### src/design/rxr_pkg.sv
// Shared constants and types for the receive ring DMA
package rxr_pkg;
    localparam int ADDR_W = 16;
    localparam int DATA_W = 16;
    localparam logic [ADDR_W-1:0] WORD_STEP = 16'h0002;
    localparam int HDR_WORDS = 4;
    // Header word offsets from the frame base, in bytes
    localparam logic [ADDR_W-1:0] HDR_EVENT_OFS = 16'h0000;
    localparam logic [ADDR_W-1:0] HDR_STATUS_OFS = 16'h0002;
    localparam logic [ADDR_W-1:0] HDR_COUNT_OFS = 16'h0004;
    localparam logic [ADDR_W-1:0] HDR_NEXT_OFS = 16'h0006;
    localparam logic [DATA_W-1:0] EVT_NONE = 16'h0000;
    localparam logic [DATA_W-1:0] EVT_RX_DONE = 16'h0008;
    // Register byte offsets
    localparam logic [4:0] REG_CTRL = 5'h00;
    localparam logic [4:0] REG_LOWER = 5'h04;
    localparam logic [4:0] REG_UPPER = 5'h08;
    localparam logic [4:0] REG_STOP = 5'h0c;
    localparam logic [4:0] REG_STATUS = 5'h10;
    localparam logic [4:0] REG_CUR = 5'h14;
    localparam logic [4:0] REG_BASE = 5'h18;
    localparam int CTRL_ENABLE_BIT = 0;
    localparam int CTRL_DISCARD_BIT = 1;
    localparam int STAT_STOPPED_BIT = 0;
    localparam int STAT_BUSY_BIT = 1;
    localparam logic [1:0] CTRL_RESET = 2'h0;
    localparam logic [ADDR_W-1:0] LOWER_RESET = 16'h0000;
    localparam logic [ADDR_W-1:0] UPPER_RESET = 16'hfffe;
    localparam logic [ADDR_W-1:0] STOP_RESET = 16'h0000;
    // Status word bit positions
    localparam int SB_FRAME_START = 7;
    localparam int SB_ONE = 4;
    localparam int SB_OWN_ADDR = 1;
    localparam int SB_COLLISION = 0;
    localparam int SB_TYPE_LEN = 15;
    localparam int SB_GOOD = 13;
    localparam int SB_LENGTH_ERROR = 12;
    localparam int SB_CRC_ERR = 11;
    localparam int SB_ALIGN_ERR = 10;
    localparam int SB_OVERRUN = 8;

    typedef struct packed {
        logic frame_start_flag;
        logic own_address_match;
        logic receive_collision_seen;
        logic type_length_flag;
        logic receive_good;
        logic length_error;
        logic crc_error;
        logic alignment_error;
        logic overrun_error;
    } rxr_status_type;

    typedef enum logic [2:0] {
        ST_IDLE,
        ST_DATA,
        ST_DROP,
        ST_HDR,
        ST_HALT
    } rxr_state_type;
endpackage

### src/design/rxr_status_word.sv
// Packs the per-frame receive status into one memory word
`timescale 1ns/1ps
`default_nettype none
module rxr_status_word (
    input wire rxr_pkg::rxr_status_type status_i,
    output logic [rxr_pkg::DATA_W-1:0] word_o
);
    always_comb begin
        word_o = '0;
        word_o[rxr_pkg::SB_FRAME_START] = status_i.frame_start_flag;
        word_o[rxr_pkg::SB_ONE] = 1'b1;
        word_o[rxr_pkg::SB_OWN_ADDR] = status_i.own_address_match;
        word_o[rxr_pkg::SB_COLLISION] = status_i.receive_collision_seen;
        word_o[rxr_pkg::SB_TYPE_LEN] = status_i.type_length_flag;
        word_o[rxr_pkg::SB_GOOD] = status_i.receive_good;
        word_o[rxr_pkg::SB_LENGTH_ERROR] = status_i.length_error;
        word_o[rxr_pkg::SB_CRC_ERR] = status_i.crc_error;
        word_o[rxr_pkg::SB_ALIGN_ERR] = status_i.alignment_error;
        word_o[rxr_pkg::SB_OVERRUN] = status_i.overrun_error;
    end
endmodule
`default_nettype wire

### src/design/rxr_ring_dma.sv
// Receive ring buffer DMA with Avalon-MM register slave
//
// The address map and the Avalon-MM interface to the registers were chosen for this implementation.
`timescale 1ns/1ps
`default_nettype none
module rxr_ring_dma #(
    parameter int ADDR_W = rxr_pkg::ADDR_W,
    parameter int DATA_W = rxr_pkg::DATA_W
) (
    input wire logic core_clk_i,
    input wire logic arst_n_i,
    // Avalon-MM slave
    input wire logic [4:0] avs_address_i,
    input wire logic avs_read_i,
    input wire logic avs_write_i,
    input wire logic [31:0] avs_writedata_i,
    input wire logic [3:0] avs_byteenable_i,
    output logic [31:0] avs_readdata_o,
    output logic avs_waitrequest_o,
    // Receive word stream
    input wire logic rx_valid_i,
    input wire logic [DATA_W-1:0] rx_data_i,
    input wire logic rx_last_i,
    input wire rxr_pkg::rxr_status_type rx_status_i,
    output logic rx_ready_o,
    // Local memory write port
    output logic mem_wr_o,
    output logic [ADDR_W-1:0] mem_addr_o,
    output logic [DATA_W-1:0] mem_data_o,
    input wire logic mem_wait_i,
    // Events
    output logic stopped_o,
    output logic eof_pulse_o
);
    ////////////////////////////////////////////////////////////////
    logic [1:0] ctrl_reg;
    logic [ADDR_W-1:0] lower_reg, upper_reg, stop_reg;
    logic [ADDR_W-1:0] cur_reg, base_reg;
    logic [ADDR_W-1:0] count_reg;
    logic stopped_reg;
    logic eof_reg;
    logic ack_reg;
    logic [31:0] rdata_reg;
    logic mem_wr_reg;
    logic [ADDR_W-1:0] mem_addr_reg;
    logic [DATA_W-1:0] mem_data_reg;
    logic [2:0] hdr_idx_reg;
    rxr_pkg::rxr_status_type stat_reg;
    rxr_pkg::rxr_state_type state_reg;
    logic [DATA_W-1:0] status_word;
    logic mem_free, take, bad_frame, wr_hit, stop_wr, stat_clr;
    logic [ADDR_W-1:0] data_start;

    // Ring address advance, wraps at the upper limit
    function automatic logic [ADDR_W-1:0] ring_next(input logic [ADDR_W-1:0] a,
                                                    input logic [ADDR_W-1:0] lo,
                                                    input logic [ADDR_W-1:0] hi);
        if (a == hi) begin
            ring_next = lo;
        end else begin
            ring_next = a + rxr_pkg::WORD_STEP;
        end
    endfunction

    // Header word address, wraps past the upper limit like the data
    function automatic logic [ADDR_W-1:0] ring_add(input logic [ADDR_W-1:0] a,
                                                   input logic [ADDR_W-1:0] ofs,
                                                   input logic [ADDR_W-1:0] lo,
                                                   input logic [ADDR_W-1:0] hi);
        logic [ADDR_W-1:0] room;
        room = hi - a;
        if (ofs > room) begin
            ring_add = lo + (ofs - room - rxr_pkg::WORD_STEP);
        end else begin
            ring_add = a + ofs;
        end
    endfunction

    // Byte-lane merge of a 16-bit register
    function automatic logic [ADDR_W-1:0] lane_merge(input logic [ADDR_W-1:0] old,
                                                     input logic [31:0] wd,
                                                     input logic [3:0] be);
        lane_merge = old;
        if (be[0]) begin
            lane_merge[7:0] = wd[7:0];
        end
        if (be[1]) begin
            lane_merge[15:8] = wd[15:8];
        end
    endfunction

    rxr_status_word u_status (
        .status_i(stat_reg),
        .word_o(status_word)
    );

    ////////////////////////////////////////////////////////////////
    // Register slave: answer one cycle after request
    assign avs_waitrequest_o = (avs_read_i || avs_write_i) && !ack_reg;
    assign avs_readdata_o = rdata_reg;
    assign stop_wr = avs_write_i && ack_reg && avs_address_i == rxr_pkg::REG_STOP;
    assign stat_clr = avs_write_i && ack_reg && avs_address_i == rxr_pkg::REG_STATUS
                      && avs_byteenable_i[0] && avs_writedata_i[rxr_pkg::STAT_STOPPED_BIT];

    always_ff @(posedge core_clk_i or negedge arst_n_i) begin
        if (!arst_n_i) begin
            ack_reg <= 1'b0;
        end else begin
            ack_reg <= (avs_read_i || avs_write_i) && !ack_reg;
        end
    end

    always_ff @(posedge core_clk_i or negedge arst_n_i) begin
        if (!arst_n_i) begin
            rdata_reg <= 32'h0000_0000;
        end else if (avs_read_i && !ack_reg) begin
            rdata_reg <= 32'h0000_0000;
            case (avs_address_i)
                rxr_pkg::REG_CTRL: rdata_reg[1:0] <= ctrl_reg;
                rxr_pkg::REG_LOWER: rdata_reg[ADDR_W-1:0] <= lower_reg;
                rxr_pkg::REG_UPPER: rdata_reg[ADDR_W-1:0] <= upper_reg;
                rxr_pkg::REG_STOP: rdata_reg[ADDR_W-1:0] <= stop_reg;
                rxr_pkg::REG_STATUS: begin
                    rdata_reg[rxr_pkg::STAT_STOPPED_BIT] <= stopped_reg;
                    rdata_reg[rxr_pkg::STAT_BUSY_BIT] <= state_reg != rxr_pkg::ST_IDLE;
                end
                rxr_pkg::REG_CUR: rdata_reg[ADDR_W-1:0] <= cur_reg;
                rxr_pkg::REG_BASE: rdata_reg[ADDR_W-1:0] <= base_reg;
                default: rdata_reg <= 32'h0000_0000;
            endcase
        end
    end

    always_ff @(posedge core_clk_i or negedge arst_n_i) begin
        if (!arst_n_i) begin
            ctrl_reg <= rxr_pkg::CTRL_RESET;
            lower_reg <= rxr_pkg::LOWER_RESET;
            upper_reg <= rxr_pkg::UPPER_RESET;
            stop_reg <= rxr_pkg::STOP_RESET;
        end else if (avs_write_i && ack_reg) begin
            case (avs_address_i)
                rxr_pkg::REG_CTRL: if (avs_byteenable_i[0]) ctrl_reg <= avs_writedata_i[1:0];
                rxr_pkg::REG_LOWER: lower_reg <= lane_merge(lower_reg, avs_writedata_i,
                                                            avs_byteenable_i);
                rxr_pkg::REG_UPPER: upper_reg <= lane_merge(upper_reg, avs_writedata_i,
                                                            avs_byteenable_i);
                rxr_pkg::REG_STOP: stop_reg <= lane_merge(stop_reg, avs_writedata_i,
                                                          avs_byteenable_i);
                default: ;
            endcase
        end
    end

    ////////////////////////////////////////////////////////////////
    // Receive DMA
    assign mem_free = !mem_wr_reg || !mem_wait_i;
    assign wr_hit = cur_reg == stop_reg;
    assign rx_ready_o = (state_reg == rxr_pkg::ST_DATA && mem_free && !wr_hit)
                        || state_reg == rxr_pkg::ST_DROP;
    assign take = rx_valid_i && rx_ready_o;
    assign bad_frame = ctrl_reg[rxr_pkg::CTRL_DISCARD_BIT] && !rx_status_i.receive_good;
    assign mem_wr_o = mem_wr_reg;
    assign mem_addr_o = mem_addr_reg;
    assign mem_data_o = mem_data_reg;
    assign stopped_o = stopped_reg;
    assign eof_pulse_o = eof_reg;

    always_comb begin
        data_start = base_reg;
        for (int i = 0; i < rxr_pkg::HDR_WORDS; i++) begin
            data_start = ring_next(data_start, lower_reg, upper_reg);
        end
    end

    // Sticky halt flag; hardware set wins over software clear
    always_ff @(posedge core_clk_i or negedge arst_n_i) begin
        if (!arst_n_i) begin
            stopped_reg <= 1'b0;
        end else if ((state_reg == rxr_pkg::ST_DATA || state_reg == rxr_pkg::ST_HDR)
                     && wr_hit && mem_free && (state_reg == rxr_pkg::ST_HDR || rx_valid_i)) begin
            stopped_reg <= 1'b1;
        end else if (stat_clr || stop_wr) begin
            stopped_reg <= 1'b0;
        end
    end

    always_ff @(posedge core_clk_i or negedge arst_n_i) begin
        if (!arst_n_i) begin
            state_reg <= rxr_pkg::ST_IDLE;
            cur_reg <= rxr_pkg::LOWER_RESET;
            base_reg <= rxr_pkg::LOWER_RESET;
            count_reg <= '0;
            hdr_idx_reg <= 3'h0;
            stat_reg <= '0;
            eof_reg <= 1'b0;
            mem_wr_reg <= 1'b0;
            mem_addr_reg <= '0;
            mem_data_reg <= '0;
        end else begin
            eof_reg <= 1'b0;
            if (mem_wr_reg && !mem_wait_i) begin
                mem_wr_reg <= 1'b0;
            end
            case (state_reg)
                rxr_pkg::ST_IDLE: begin
                    if (!ctrl_reg[rxr_pkg::CTRL_ENABLE_BIT]) begin
                        base_reg <= lower_reg;
                        cur_reg <= lower_reg;
                    end else if (rx_valid_i && !stopped_reg) begin
                        cur_reg <= data_start;
                        count_reg <= '0;
                        state_reg <= rxr_pkg::ST_DATA;
                    end
                end
                rxr_pkg::ST_DATA: begin
                    if (rx_valid_i && mem_free && wr_hit) begin
                        cur_reg <= base_reg;
                        state_reg <= rx_last_i ? rxr_pkg::ST_HALT : rxr_pkg::ST_DROP;
                    end else if (take) begin
                        mem_wr_reg <= 1'b1;
                        mem_addr_reg <= cur_reg;
                        mem_data_reg <= rx_data_i;
                        cur_reg <= ring_next(cur_reg, lower_reg, upper_reg);
                        count_reg <= count_reg + rxr_pkg::WORD_STEP;
                        if (rx_last_i) begin
                            stat_reg <= rx_status_i;
                            if (bad_frame) begin
                                cur_reg <= base_reg;
                                state_reg <= rxr_pkg::ST_IDLE;
                            end else begin
                                hdr_idx_reg <= 3'h0;
                                state_reg <= rxr_pkg::ST_HDR;
                            end
                        end
                    end
                end
                rxr_pkg::ST_DROP: begin
                    if (take && rx_last_i) begin
                        state_reg <= rxr_pkg::ST_HALT;
                    end
                end
                rxr_pkg::ST_HDR: begin
                    if (mem_free && hdr_idx_reg == 3'h0 && wr_hit) begin
                        cur_reg <= base_reg;
                        state_reg <= rxr_pkg::ST_HALT;
                    end else if (mem_free) begin
                        mem_wr_reg <= 1'b1;
                        hdr_idx_reg <= hdr_idx_reg + 3'h1;
                        case (hdr_idx_reg)
                            3'h0: begin
                                mem_addr_reg <= cur_reg;
                                mem_data_reg <= rxr_pkg::EVT_NONE;
                            end
                            3'h1: begin
                                mem_addr_reg <= ring_add(base_reg, rxr_pkg::HDR_NEXT_OFS,
                                                         lower_reg, upper_reg);
                                mem_data_reg <= cur_reg;
                            end
                            3'h2: begin
                                mem_addr_reg <= ring_add(base_reg, rxr_pkg::HDR_COUNT_OFS,
                                                         lower_reg, upper_reg);
                                mem_data_reg <= count_reg;
                            end
                            3'h3: begin
                                mem_addr_reg <= ring_add(base_reg, rxr_pkg::HDR_STATUS_OFS,
                                                         lower_reg, upper_reg);
                                mem_data_reg <= status_word;
                            end
                            default: begin
                                mem_addr_reg <= base_reg + rxr_pkg::HDR_EVENT_OFS;
                                mem_data_reg <= rxr_pkg::EVT_RX_DONE;
                                base_reg <= cur_reg;
                                eof_reg <= 1'b1;
                                state_reg <= rxr_pkg::ST_IDLE;
                            end
                        endcase
                    end
                end
                rxr_pkg::ST_HALT: begin
                    if (!stopped_reg) begin
                        state_reg <= rxr_pkg::ST_IDLE;
                    end
                end
                default: state_reg <= rxr_pkg::ST_IDLE;
            endcase
        end
    end

    ////////////////////////////////////////////////////////////////
    // Checks
    no_write_stop_a: assert property (@(posedge core_clk_i) disable iff (!arst_n_i)
        take && state_reg == rxr_pkg::ST_DATA |=> mem_addr_o != $past(stop_reg))
        else $error("data taken at stop pointer");
    stop_halts_a: assert property (@(posedge core_clk_i) disable iff (!arst_n_i)
        state_reg == rxr_pkg::ST_DATA && rx_valid_i && mem_free && wr_hit
        |=> stopped_reg && !mem_wr_reg)
        else $error("stop pointer did not halt");
    wrap_upper_a: assert property (@(posedge core_clk_i) disable iff (!arst_n_i)
        take && state_reg == rxr_pkg::ST_DATA && !rx_last_i && cur_reg == upper_reg
        |=> cur_reg == lower_reg)
        else $error("no wrap at upper limit");
    sequential_data_a: assert property (@(posedge core_clk_i) disable iff (!arst_n_i)
        take && state_reg == rxr_pkg::ST_DATA && !rx_last_i && cur_reg != upper_reg
        |=> cur_reg == $past(cur_reg) + rxr_pkg::WORD_STEP)
        else $error("data not stored sequentially");
    data_write_a: assert property (@(posedge core_clk_i) disable iff (!arst_n_i)
        take && state_reg == rxr_pkg::ST_DATA
        |=> mem_wr_o && mem_data_o == $past(rx_data_i) && mem_addr_o == $past(cur_reg))
        else $error("data write lost");
    discard_a: assert property (@(posedge core_clk_i) disable iff (!arst_n_i)
        take && rx_last_i && state_reg == rxr_pkg::ST_DATA && bad_frame && !wr_hit
        |=> cur_reg == $past(base_reg) && state_reg == rxr_pkg::ST_IDLE)
        else $error("bad frame not discarded");
    header_after_a: assert property (@(posedge core_clk_i) disable iff (!arst_n_i)
        state_reg == rxr_pkg::ST_HDR && $past(state_reg) != rxr_pkg::ST_HDR
        |-> $past(take) && $past(rx_last_i))
        else $error("header before frame end");
    eof_idle_a: assert property (@(posedge core_clk_i) disable iff (!arst_n_i)
        eof_pulse_o |-> state_reg == rxr_pkg::ST_IDLE && mem_wr_o
        && mem_data_o == rxr_pkg::EVT_RX_DONE)
        else $error("end pulse without event word");
    status_one_a: assert property (@(posedge core_clk_i) disable iff (!arst_n_i)
        status_word[rxr_pkg::SB_ONE] && !status_word[6] && !status_word[9]
        && status_word[rxr_pkg::SB_GOOD] == stat_reg.receive_good)
        else $error("status word malformed");
    stat_fields_a: assert property (@(posedge core_clk_i) disable iff (!arst_n_i)
        status_word[rxr_pkg::SB_OVERRUN] == stat_reg.overrun_error
        && status_word[14] == 1'b0)
        else $error("status high byte wrong");
endmodule
`default_nettype wire

### config.mk
export PLATFORM = sky130hd
export DESIGN_NAME = rxr_ring_dma
export DESIGN_NICKNAME = d
export VERILOG_FILES = /design/src/design/rxr_pkg.sv /design/src/design/rxr_status_word.sv /design/src/design/rxr_ring_dma.sv
export SDC_FILE = /design/constraint.sdc
export NUM_CORES = 1
export LEC_CHECK = 0
export BUFFER_PORTS_ARGS = -buffer_cell sky130_fd_sc_hd__clkbuf_2
export CAP_MARGIN = 15
export CORE_AREA = 2 2 262 264
export CTS_CLUSTER_SIZE = 30
export DETAILED_ROUTE_END_ITERATION = 16
export DIE_AREA = 0 0 264 266
export GPL_ROUTABILITY_DRIVEN = 0
export GPL_TIMING_DRIVEN = 0
export PLACE_DENSITY = 0.42
export SYNTH_ARGS = -nofsm -noshare
export SYNTH_HDL_FRONTEND = slang
export SYNTH_SLANG_ARGS = --single-unit
export TNS_END_PERCENT = 50
### constraint.sdc
create_clock -name core_clk_i -period 13 [get_ports core_clk_i]
set_input_delay 2.6 -clock core_clk_i [delete_from_list [all_inputs] [get_ports core_clk_i]]
set_output_delay 2.6 -clock core_clk_i [all_outputs]
set_load 0.1 [all_outputs]
## Yosys cells after proc, flatten, opt, wreduce, memory -nomap -nowiden

Cells that the tools add are included.

| operators by class | value |
|---|---|
| $add $sub $neg | 19 |
| $lt $le $gt $ge | 3 |
| eq/ne operators | 37 |
| muxes and demuxes | 72 |
| bitwise operators | 1 |
| reduce and logical (&&, ||, !) cells | 57 |

Operators by type and width:

| cell | number |
|---|---|
| $mux 16 | 31 |
| $pmux 16 s2 | 4 |
| $pmux 16 s4 | 2 |
| $add 16x2->16 const B | 6 |
| $eq 16x16->1 | 6 |
| $pmux 14 s5 | 1 |
| $mux 3 | 17 |
| $add 16x16->16 | 3 |
| $pmux 16 s3 | 1 |
| $sub 16x2->16 const B | 3 |
| $add 16x3->16 const B | 2 |
| $gt 3x16->1 const A | 2 |
| $sub 3x16->16 const A | 2 |
| $ne 2x2->1 const B | 11 |
| $logic_and 1x1->1 | 21 |
| $reduce_and 3->1 | 7 |
| $gt 2x16->1 const A | 1 |
| $sub 16x16->16 | 1 |
| $sub 2x16->16 const A | 1 |
| $eq 5x5->1 const B | 3 |
| $pmux 3 s5 | 1 |
| $reduce_and 5->1 | 3 |
| $pmux 2 s7 | 1 |
| $eq 3x2->1 const B | 4 |
| 23 further kinds | 55 |

| word-level totals | value |
|---|---|
| register bits after elaboration | 165 |
| bits of input ports | 73 |
| logic and storage cells | 217 |

## Depth between registers and ports, before layout

Gate-level depths: netlist of the first run.

| logic depth | value |
|---|---|
| depth after elaboration | 11 |
| depth in mapped cells | 33 |

## Modules after synthesis

Synthesis of the first run repeated with hierarchy kept, for this count alone.

| second synthesis, totals | value |
|---|---|
| cell total of the unflattened synthesis | 2243 |
| area total of the unflattened synthesis | 17599.4 um2 |

Modules (own cells, without submodules):

| module | times used | cells an instance | area an instance (um2) | sequential area each (um2) |
|---|---|---|---|---|
| rxr_ring_dma | 1 | 2225 | 17471.8 | 4122.7 |
| rxr_status_word | 1 | 18 | 127.6 | 0.0 |

## Worst setup path before layout of the first run

OpenSTA, ideal clock, no wires.

| timing | value |
|---|---|
| path type | register to register |
| from | reg base_reg[4] |
| to | reg cur_reg[15] |
| setup time | 0.137 ns |
| arrival | 6.786 ns |
| data required time | 12.863 ns |
| setup slack | 6.077 ns |
| stages on the path, launching flop included | 27 |
| cell sequence | dfrtp_1 clkbuf_1 inv_1 ha_1 nand4_1 or3_1 buf_2 a211oi_2 a211oi_1 or4_4 nor4_4 nand2_1 buf_2 clkbuf_1 o21ai_1 ha_1 nand4_1 mux2i_1 nor4bb_1 mux2i_1 nor2_1 o21ai_1 xnor2_1 a41oi_2 mux2_2 a221oi_1 a21oi_1 |

| between the ends | value |
|---|---|
| word-level cells in the longest chain between the ends | 11 |
| elaborated cells between the ends (all ways) | 15 |

RTL lines:

| what | RTL line | RTL |
|---|---|---|
| start, declared | rxr_ring_dma.sv:38 | `logic [ADDR_W-1:0] cur_reg, base_reg;` |
| start signal, assigned | rxr_ring_dma.sv:191 | `base_reg <= rxr_pkg::LOWER_RESET;` |
| start signal, assigned | rxr_ring_dma.sv:207 | `base_reg <= lower_reg;` |
| start signal, assigned | rxr_ring_dma.sv:272 | `base_reg <= cur_reg;` |
| $add 16x2->16 or $eq 16x16->1 (tied branches) | rxr_ring_dma.sv:61, rxr_ring_dma.sv:58 |  |
| $mux 16 (*) | rxr_ring_dma.sv:58 | `if (a == hi) begin` |
| $add 16x2->16 or $eq 16x16->1 (tied branches) | rxr_ring_dma.sv:61, rxr_ring_dma.sv:58 |  |
| $mux 16 (*) | rxr_ring_dma.sv:58 |  |
| $add 16x2->16 or $eq 16x16->1 (tied branches) | rxr_ring_dma.sv:61, rxr_ring_dma.sv:58 |  |
| $mux 16 (*) | rxr_ring_dma.sv:58 |  |
| $add 16x2->16 or $eq 16x16->1 (tied branches) | rxr_ring_dma.sv:61, rxr_ring_dma.sv:58 |  |
| $mux 16 (*) | rxr_ring_dma.sv:58 |  |
| $mux 16 (*) | rxr_ring_dma.sv:209 | `end else if (rx_valid_i && !stopped_reg) begin` |
| $mux 16 (*) | rxr_ring_dma.sv:206 | `if (!ctrl_reg[rxr_pkg::CTRL_ENABLE_BIT]) begin` |
| $pmux 16 s3 (*) | rxr_ring_dma.sv:204 | `case (state_reg)` |
| end signal, assigned | rxr_ring_dma.sv:208 | `cur_reg <= lower_reg;` |
| end signal, assigned | rxr_ring_dma.sv:210 | `cur_reg <= data_start;` |
| end signal, assigned | rxr_ring_dma.sv:217 | `cur_reg <= base_reg;` |
| end, declared | rxr_ring_dma.sv:38 |  |

Mark *: on every way between the ends. The rest lies on a longest branch, timed or not. The select of a mux whose other input is x is not followed.
A chain may end at the register's enable or synchronous reset.

## Worst setup path in the final report of the first run

| timing | value |
|---|---|
| from | reg base_reg[12] |
| to | reg cur_reg[12] |

| between the ends | value |
|---|---|
| word-level cells in the longest chain between the ends | 11 |
| elaborated cells between the ends (all ways) | 20 |

RTL lines:

| what | RTL line |
|---|---|
| $add 16x2->16 or $eq 16x16->1 (tied branches) | rxr_ring_dma.sv:61, rxr_ring_dma.sv:58 |
| $mux 16 | rxr_ring_dma.sv:58 |
| $add 16x2->16 or $eq 16x16->1 (tied branches) | rxr_ring_dma.sv:61, rxr_ring_dma.sv:58 |
| $mux 16 | rxr_ring_dma.sv:58 |
| $add 16x2->16 or $eq 16x16->1 (tied branches) | rxr_ring_dma.sv:61, rxr_ring_dma.sv:58 |
| $mux 16 | rxr_ring_dma.sv:58 |
| $add 16x2->16 or $eq 16x16->1 (tied branches) | rxr_ring_dma.sv:61, rxr_ring_dma.sv:58 |
| $mux 16 | rxr_ring_dma.sv:58 |
| $mux 16 | rxr_ring_dma.sv:209 |
| $mux 16 | rxr_ring_dma.sv:206 |
| $pmux 16 s3 (*) | rxr_ring_dma.sv:204 |

Marks and branches as above.

==> impl_metrics.ini, run 1 <==
[cells_and_area]
final_core_util = 0.282
area_growth_pct = 14.2
nets = 2394
fin_cells = 3133
fill_cells = 7386
drive_gt1_frac = 0.132
seqCellArea_um2 = 4120
multi_input_area_um2 = 11600
diodes = 0

[routing]
drcViolationCount = 0
ant_nets = 0
drtPass1Iterations = 6
routed_wl_mm = 80.9
drt_iter0_markers = 1934
routedWlPerCell_um = 25.8
viasPerCell = 5.62
via_count = 17600

[clock_network]
cts_buffers = 17
cts_root_buf = clkbuf_16
insertion_delay_ns = 0.50
clock_sinks = 164
cts_tree = built
postCtsResizedCells = 0
clk_pin_slew_ns = 0.07
clock_tree.buffer_depth = 2
htreeDepth = 4
cts_setup_buffers = 0
cts_hold_buffers = 0

[power]
vdd_ir_drop_max_mv = 0.0970
power_mw = 5.00
p_leak_nw = 7.97
powerDensity_nw_per_um2 = 262

[floorplanning]
num_rows = 96
ioPinCount = 142
die_x_um = 264
core_um2 = 67700
dieArea_um2 = 70200
die_y_um = 266
initial_core_util = 0.247

[worst_setup_path]
worst_setup_path_end_kind = flop
cp-start-kind = flop
r2r_slack_ns = 2.92
critical_path_class = reg2reg
worstPathArrival_ns = 10.42
required_ns = 13.34
critPathMaxFanout = 10

[synth]
synth.top_cell.area_share = 0.223
synthDistinctLibCells = 96
synth_area_leaders = dfrtp_1 22%, xnor2_1 5.9%, ha_1 4.9%
syn_inst = 2091
synthArstFlopShare = 1.00
synth_edf_count = 0
syn_area_per_cell_um2 = 8.01
post-synth-top-area-cell = dfrtp_1
yosys_warnings = 0
synth_flop_cell = dfrtp_1
synth_common_cells = 187 x nand2_1, 157 x nor2_1, 153 x a21oi_1
syn_area_um2 = 16800
ys_ff_latch = 164
ys_seq_area_frac = 0.246
synth_most_common_cell = nand2_1

[sta]
slew_viol_final = 0
min_period_ns = 10.08
grt_setup_unrepaired = false
worst_slew_pin_slew_ns = 1.26
finClkSkew_ns = 0.0193
finalCritPeriodShare = 0.775
hold_viol_final = 0
setup-violations-final = 0
hold_slack_ns = 0.477
slew_headroom = 0.160
setup-tns-final_ns = 0
max_freq_mhz = 99.2

[grt]
first_global_vias = 16800
grt_first_pass_wirelength_mm = 116
track_usage = 0.226
overflow = 0
grt_max_degree = 98
antenna_found_initial = 1

[place]
dp.cells = 3100
port_buffers = 107
place_hpwl_mm = 63.7

[job]
maxCapViolations = 0

[outcome]
status = completed

[worst_hold_path]
hold_path_class = reg2reg
==> worst max-delay path: stages, from the launching register on <==
cell and delay [ns]:
dfrtp_1 0.32, clkbuf_1 0.79, inv_1 0.38, ha_1 0.50, nand2_1 0.14, nor3_1 0.67
clkbuf_1 0.48, nand4_1 0.15, o311ai_0 0.28, nand2_1 0.22, nor4_4 0.77, nand2_1 0.32
buf_2 0.32, clkbuf_1 0.30, o21ai_1 0.54, ha_1 0.44, nand4_1 0.16, mux2i_1 0.42
nor4bb_1 0.61, mux2i_1 0.26, nor2_1 0.06, o21ai_1 0.32, xnor2_1 0.13, a41oi_2 0.42
buf_4 0.28, mux2i_1 0.12, a221oi_1 0.34, a21oi_1 0.14
==> routing by layer <==
metal,up-vias,wire length [um],track usage
met1,8673,34700,0.299
met2,871,35700,0.351
met3,165,6600,0.0502
met4,0,3790,0.101
li1,7890,-,-
met5,-,0,0
==> per-stage QoR <==
step	cell area, um^2	setup slack (ns)
global placement	18400	3.26
floorplan	16800	6.08
global route	19100	2.60
detailed placement	18500	3.21
CTS	19100	3.15
finish	19100	2.92
==> cell usage in the layout (no fill, tap or decap), types with 31 or more instances in the layout <==
cell,count
o211ai_1,35
dfrtp_1,149
nor2_1,157
nand3_1,61
xnor2_1,112
a211oi_1,41
inv_1,72
clkbuf_2,106
clkbuf_1,139
nor3_1,44
a21o_1,36
o21ai_0,135
nand4_1,31
mux2i_1,54
nand2_1,187
ha_1,65
a21oi_1,153
mux2_2,66
xor2_1,79
==> layout make-up <==
class / instances / share of cell area
Multi-Input combinational cell: 1683 / 0.607
Clock buffer: 19 / 0.0237
Clock inverter: 13 / 0.00831
Sequential cell: 164 / 0.215
Tap cell: 882 / 0.0577
Inverter: 77 / 0.0151
Timing Repair Buffer: 113 / 0.0318
Buffer: 182 / 0.0409
==> cells by family after synthesis <==
kind of cell	count (synthesis)	synth area share
fa+ha+maj	83	0.0701
buf+inv	259	0.0639
xor+xnor	192	0.101
flops	164	0.246
simple gates	645	0.191
other cells	1	0.000224
compound gates	624	0.249
mux	123	0.0787
==> path summary, 6_finish.rpt <==
check                                        endpoint                       start  cells past startpoint
min in group asynchronous  mem_data_o[10]$_DFFE_PN0P_                    arst_n_i                      1
setup reg to reg              cur_reg[12]$_DFFE_PN0P_    base_reg[12]$_DFFE_PN0P_                     27
hold reg to reg            mem_data_o[11]$_DFFE_PN0P_  mem_data_o[11]$_DFFE_PN0P_                      2
max in group asynchronous   upper_reg[10]$_DFFE_PN1P_                    arst_n_i                      2
hold / removal             mem_data_o[11]$_DFFE_PN0P_  mem_data_o[11]$_DFFE_PN0P_                      2
setup / recovery              cur_reg[12]$_DFFE_PN0P_    base_reg[12]$_DFFE_PN0P_                     27
==> power breakdown <==
group / total (mW) / switching [mW] / internal (mW)
Combinational: 3.68 / 2.59 / 1.08
Sequential: 0.763 / 0.112 / 0.651
Clock: 0.562 / 0.263 / 0.299
(Power assumes the default switching activity.)
==> inputs of run 2 (changes only) <==
PLACE_DENSITY = 0.43   (was 0.42)
clock period = 9.2 ns   (was 13 ns; I/O delays follow)
==> run 2 against run 1 <==
Combinational power up 40%. Flip-flop and latch count unchanged. Fmax up 14%. Non-clock buffer count down 4. Highest routed layer unchanged. Clock power up 47%.
==> impl_metrics.ini, run 2 (synthesis gave the netlist of run 1 again) <==
[worst_setup_path]
required_ns = 9.57
crit_slowest_cell = nor4bb_2
r2r_start = base_reg[1]$_DFFE_PN0P_
cpPeakStageDelay_ns = 0.49
critPathMaxFanout = 19
worstPathArrival_ns = 9.19
crit_start = base_reg[1]$_DFFE_PN0P_
cp-start-kind = flop
critical_path_class = reg2reg
worst_setup_path_end_kind = flop

[cells_and_area]
multi_input_area_um2 = 11600
fill_cells = 7414
drive_gt1_frac = 0.142
area_growth_pct = 14.6
layout_common_cells = 187 x nand2_1, 157 x nor2_1, 153 x a21oi_1
final_core_util = 0.283
seqCellArea_um2 = 4130
final_common_cell = nand2_1
nets = 2390
diodes = 0

[sta]
hold_viol_final = 0
worst_slew_pin_slew_ns = 1.24
finClkSkew_ns = 0.0215
min_period_ns = 8.82
worst_slack_ns = 0.376
finalCritPeriodShare = 0.959
slew_viol_final = 0
setup-violations-final = 0
grt_setup_unrepaired = false
setup-tns-final_ns = 0
max_freq_mhz = 113
slew_headroom = 0.174
hold_slack_ns = 0.480

[power]
power_mw = 7.12
vdd_ir_drop_max_mv = 0.171
p_leak_nw = 8.00
powerDensity_nw_per_um2 = 371

[clock_network]
cts_hold_buffers = 0
insertion_delay_ns = 0.50
clock_tree.buffer_depth = 2
clk_pin_slew_ns = 0.09
cts_tree = built
htreeDepth = 4
cts_root_buf = clkbuf_16
cts_buffers = 17
clock_sinks = 164

[grt]
grt_max_degree = 86
first_global_vias = 17200
grt_first_pass_wirelength_mm = 117
antenna_found_initial = 2
overflow = 0
track_usage = 0.226

[floorplanning]
die_x_um = 264
core_um2 = 67700
die_y_um = 266
ioPinCount = 142
initial_core_util = 0.247
dieArea_um2 = 70200
num_rows = 96

[routing]
routedWlPerCell_um = 25.9
ant_nets = 0
drcViolationCount = 0
routed_wl_mm = 81.0
drtPass1Iterations = 10
via_count = 17800
viasPerCell = 5.67
drt_iter0_markers = 1944

[job]
maxCapViolations = 0

[place]
port_buffers = 107
place_hpwl_mm = 63.3
pre_cts_ws_ns = -0.654

[worst_hold_path]
hold_path_class = reg2reg
hp-start = avs_readdata_o[9]$_DFFE_PN0P_

[outcome]
status = completed
[run 2: power by group]
part / internal [mW] / switching [mW]
Combinational: 1.54 / 3.62
Clock: 0.441 / 0.383
Sequential: 0.920 / 0.222
Total: 2.90 / 4.22
[run 2: metal layers]
| metal | routed length [um] | up-vias | global-route usage |
|---|---|---|---|
| met5 | 0 | - | 0 |
| met1 | 34800 | 8810 | 0.300 |
| met2 | 35800 | 867 | 0.351 |
| met3 | 6550 | 179 | 0.0473 |
| met4 | 3800 | 0 | 0.105 |
| li1 | - | 7895 | - |
[run 2: cell type report]
cell class,instances,share of cell area
multi-input combinational,1683,0.607
sequential,164,0.215
tap,882,0.0575
buffer,176,0.0402
timing repair buffer,115,0.0321
clock buffer,17,0.0222
inverter,77,0.0153
clock inverter,15,0.0111
[run 2: path summary, 6_finish.rpt]
path | to | slack [ns] | depth (start not counted)
max in group asynchronous | upper_reg[15]$_DFFE_PN1P_ | 6.90 | 2
min reg2reg | avs_readdata_o[9]$_DFFE_PN0P_ | 0.48 | 1
min | avs_readdata_o[9]$_DFFE_PN0P_ | 0.48 | 1
max | cur_reg[6]$_DFFE_PN0P_ | 0.38 | 28
min in group asynchronous | mem_data_o[11]$_DFFE_PN0P_ | 1.37 | 1
max reg2reg | cur_reg[6]$_DFFE_PN0P_ | 0.38 | 28
[run 2: worst max-delay path, delay by kind of cell (launching register included)]
| kind | cells | cell delay (ns) |
|---|---|---|
| buffers and inverters | 8 | 2.50 |
| AOI/OAI and AO/OA | 7 | 2.15 |
| and+or+nand+nor | 8 | 1.94 |
| adders and majority gates | 2 | 0.81 |
| muxes | 2 | 0.65 |
| DFF | 1 | 0.43 |
| xor gates and xnor gates | 1 | 0.14 |
[run 2: timing repair]
| action | CTS | global route |
|---|---|---|
| endpoints found under the setup margin | 16 | 16 |
| pin swaps | 1 | 0 |
| setup buffers | 1 | 0 |
| gates resized for setup | 10 | 13 |
[run 2: stage by stage]
stage | instances | instance area [um^2]
global route | 3129 | 19200
detailed placement | 3101 | 18500
global placement | 3095 | 18400
floorplan | 2106 | 16800
finish | 3129 | 19200
CTS | 3129 | 19200
==> inputs of run 3 (changes only) <==
ABC_AREA = 1   (was default)
CORE_AREA = 2 2 260 262   (was 2 2 262 264)
CTS_CLUSTER_DIAMETER = 30   (was default)
DIE_AREA = 0 0 262 264   (was 0 0 264 266)
==> run 3 against run 2 <==
Combinational power grew 3.9%. Final cell count up 14%. Die area is 1.5% lower. Largest cell class unchanged. Non-clock buffer count is 56 lower. Total power grew 2.5%.
==> impl_metrics.ini, run 3 <==
[grt]
first_global_vias = 17900
grt_max_degree = 101
track_usage = 0.237
antenna_found_initial = 0
overflow = 0
grt_first_pass_wirelength_mm = 121

[cells_and_area]
final_common_cell = nand2_1
layout_common_cells = 647 x nand2_1, 255 x inv_1, 231 x nand3_1
nets = 2824
area_growth_pct = 14.0
drive_gt1_frac = 0.104
final_core_util = 0.281

[routing]
via_count = 18900
viasPerCell = 5.33
drcViolationCount = 0
drtPass1Iterations = 8
ant_nets = 0
routed_wl_mm = 83.1
routedWlPerCell_um = 23.4
drt_iter0_markers = 2226

[synth]
ys_ff_latch = 164
ys_seq_area_frac = 0.251
synthArstFlopShare = 1.00
syn_inst = 2526
synth_most_common_cell = nand2_1
synth_flop_cell = dfrtp_1
synth_edf_count = 0
synth_common_cells = 647 x nand2_1, 255 x inv_1, 231 x nand3_1
syn_area_um2 = 16400
synth.top_cell.area_share = 0.227
post-synth-top-area-cell = dfrtp_1
synth_area_leaders = dfrtp_1 23%, nand2_1 15%, nand3_1 7.0%
yosys_warnings = 0
synthDistinctLibCells = 52
syn_area_per_cell_um2 = 6.51

[floorplanning]
initial_core_util = 0.247
dieArea_um2 = 69200
die_x_um = 262
die_y_um = 264
num_rows = 95
core_um2 = 66600
ioPinCount = 142

[sta]
setup-tns-final_ns = 0
worst_slew_pin_slew_ns = 1.24
slew_headroom = 0.166
finClkSkew_ns = 0.0115
hold_viol_final = 0
min_period_ns = 6.37
max_freq_mhz = 157
grt_setup_unrepaired = false
finalCritPeriodShare = 0.692
slew_viol_final = 0
setup-violations-final = 0

[clock_network]
cts_root_buf = clkbuf_16
insertion_delay_ns = 0.46
cts_setup_buffers = 0
postCtsResizedCells = 0
clk_pin_slew_ns = 0.07
cts_buffers = 17
cts_tree = built
clock_tree.buffer_depth = 2
htreeDepth = 4
clock_sinks = 164
cts_hold_buffers = 0

[power]
vdd_ir_drop_max_mv = 0.143
p_leak_nw = 8.68
powerDensity_nw_per_um2 = 390

[worst_setup_path]
cp-start-kind = flop
cpPeakStageDelay_ns = 0.61
critPathMaxFanout = 10
crit_slowest_cell = clkbuf_1
critical_path_class = reg2reg
worst_setup_path_end_kind = flop
required_ns = 9.52
worstPathArrival_ns = 6.69
timing.critical_path.mode_cell = nand2_1

[place]
port_buffers = 107
place_hpwl_mm = 64.5

[outcome]
status = completed

[job]
maxCapViolations = 0

[worst_hold_path]
hold_path_class = reg2reg
-- run 3: changes by cell type after synthesis, moves of 28 or more --
cell / before / now
mux2i_1: 54 / 0
nand2_1: 187 / 647
inv_1: 72 / 255
clkbuf_1: 139 / 81
mux2_2: 66 / 7
o21ai_0: 135 / 191
nand3_1: 61 / 231
a21o_1: 36 / 3
nor2_1: 157 / 201
o22ai_1: 5 / 33
xnor2_1: 112 / 41
-- run 3: path summary, 6_finish.rpt --
check / from / endpoint / slack (ns) / cells past startpoint
max: base_reg[14]$_DFFE_PN0P_ / cur_reg[13]$_DFFE_PN0P_ / 2.83 / 39
min: ack_reg$_DFF_PN0_ / ack_reg$_DFF_PN0_ / 0.47 / 1
max reg2reg: base_reg[14]$_DFFE_PN0P_ / cur_reg[13]$_DFFE_PN0P_ / 2.83 / 39
min reg2reg: ack_reg$_DFF_PN0_ / ack_reg$_DFF_PN0_ / 0.47 / 1
max in group asynchronous: arst_n_i / base_reg[5]$_DFFE_PN0P_ / 6.85 / 2
min in group asynchronous: arst_n_i / stop_reg[12]$_DFFE_PN0P_ / 1.38 / 1
-- run 3: where the power goes --
part,total [mW],switching (mW),internal (mW)
Sequential,1.21,0.270,0.943
Combinational,5.36,3.94,1.42
Clock,0.729,0.348,0.381
Total,7.30,4.56,2.74
-- run 3: worst max-delay path: cells and delay by family, from the launching register on --
family	cells	cell delay, ns
simple gates	31	3.46
fa+ha+maj	2	0.79
buf+inv	5	1.53
compound gates	1	0.09
flops	1	0.32
-- run 3: logic make-up after synthesis --
kind of cell	share of synthesized area
xor+xnor	0.0602
mux	0.00480
simple gates	0.325
buf+inv	0.101
other cells	0.000228
fa+ha+maj	0.0714
flops	0.251
compound gates	0.187
-- run 3: metrics by stage --
step	instances	instance area [um^2]	total power [mW]	setup slack [ns]	hold WS (ns)
after global placement	3521	18100	6.45	3.04	0.457
after CTS	3554	18700	7.21	3.00	0.471
after detailed placement	3522	18200	6.45	3.03	0.459
after floorplan	2541	16500	4.79	4.21	0.475
after global routing	3554	18700	7.77	2.40	0.492
final	3555	18700	7.30	2.83	0.472
-- run 3: area by class of cell --
| type | count | area [um^2] |
|---|---|---|
| plain buffers | 127 | 628 |
| multi-input cells | 1976 | 10700 |
| well taps | 873 | 1090 |
| flip-flops and latches | 164 | 4120 |
| clock inverters | 15 | 145 |
| inverters | 274 | 1030 |
| diodes | 1 | 2.50 |
| repair buffers | 108 | 572 |
| fillers | 7508 | 47800 |
| clock buffers | 17 | 425 |
-- run 3: per-layer routing --
metal / up-vias / global-route usage / share of wire
li1: 8685 / - / -
met1: 9051 / 0.337 / 0.44
met2: 1003 / 0.356 / 0.43
met3: 192 / 0.0426 / 0.090
met4: 0 / 0.0857 / 0.041
met5: - / 0 / 0
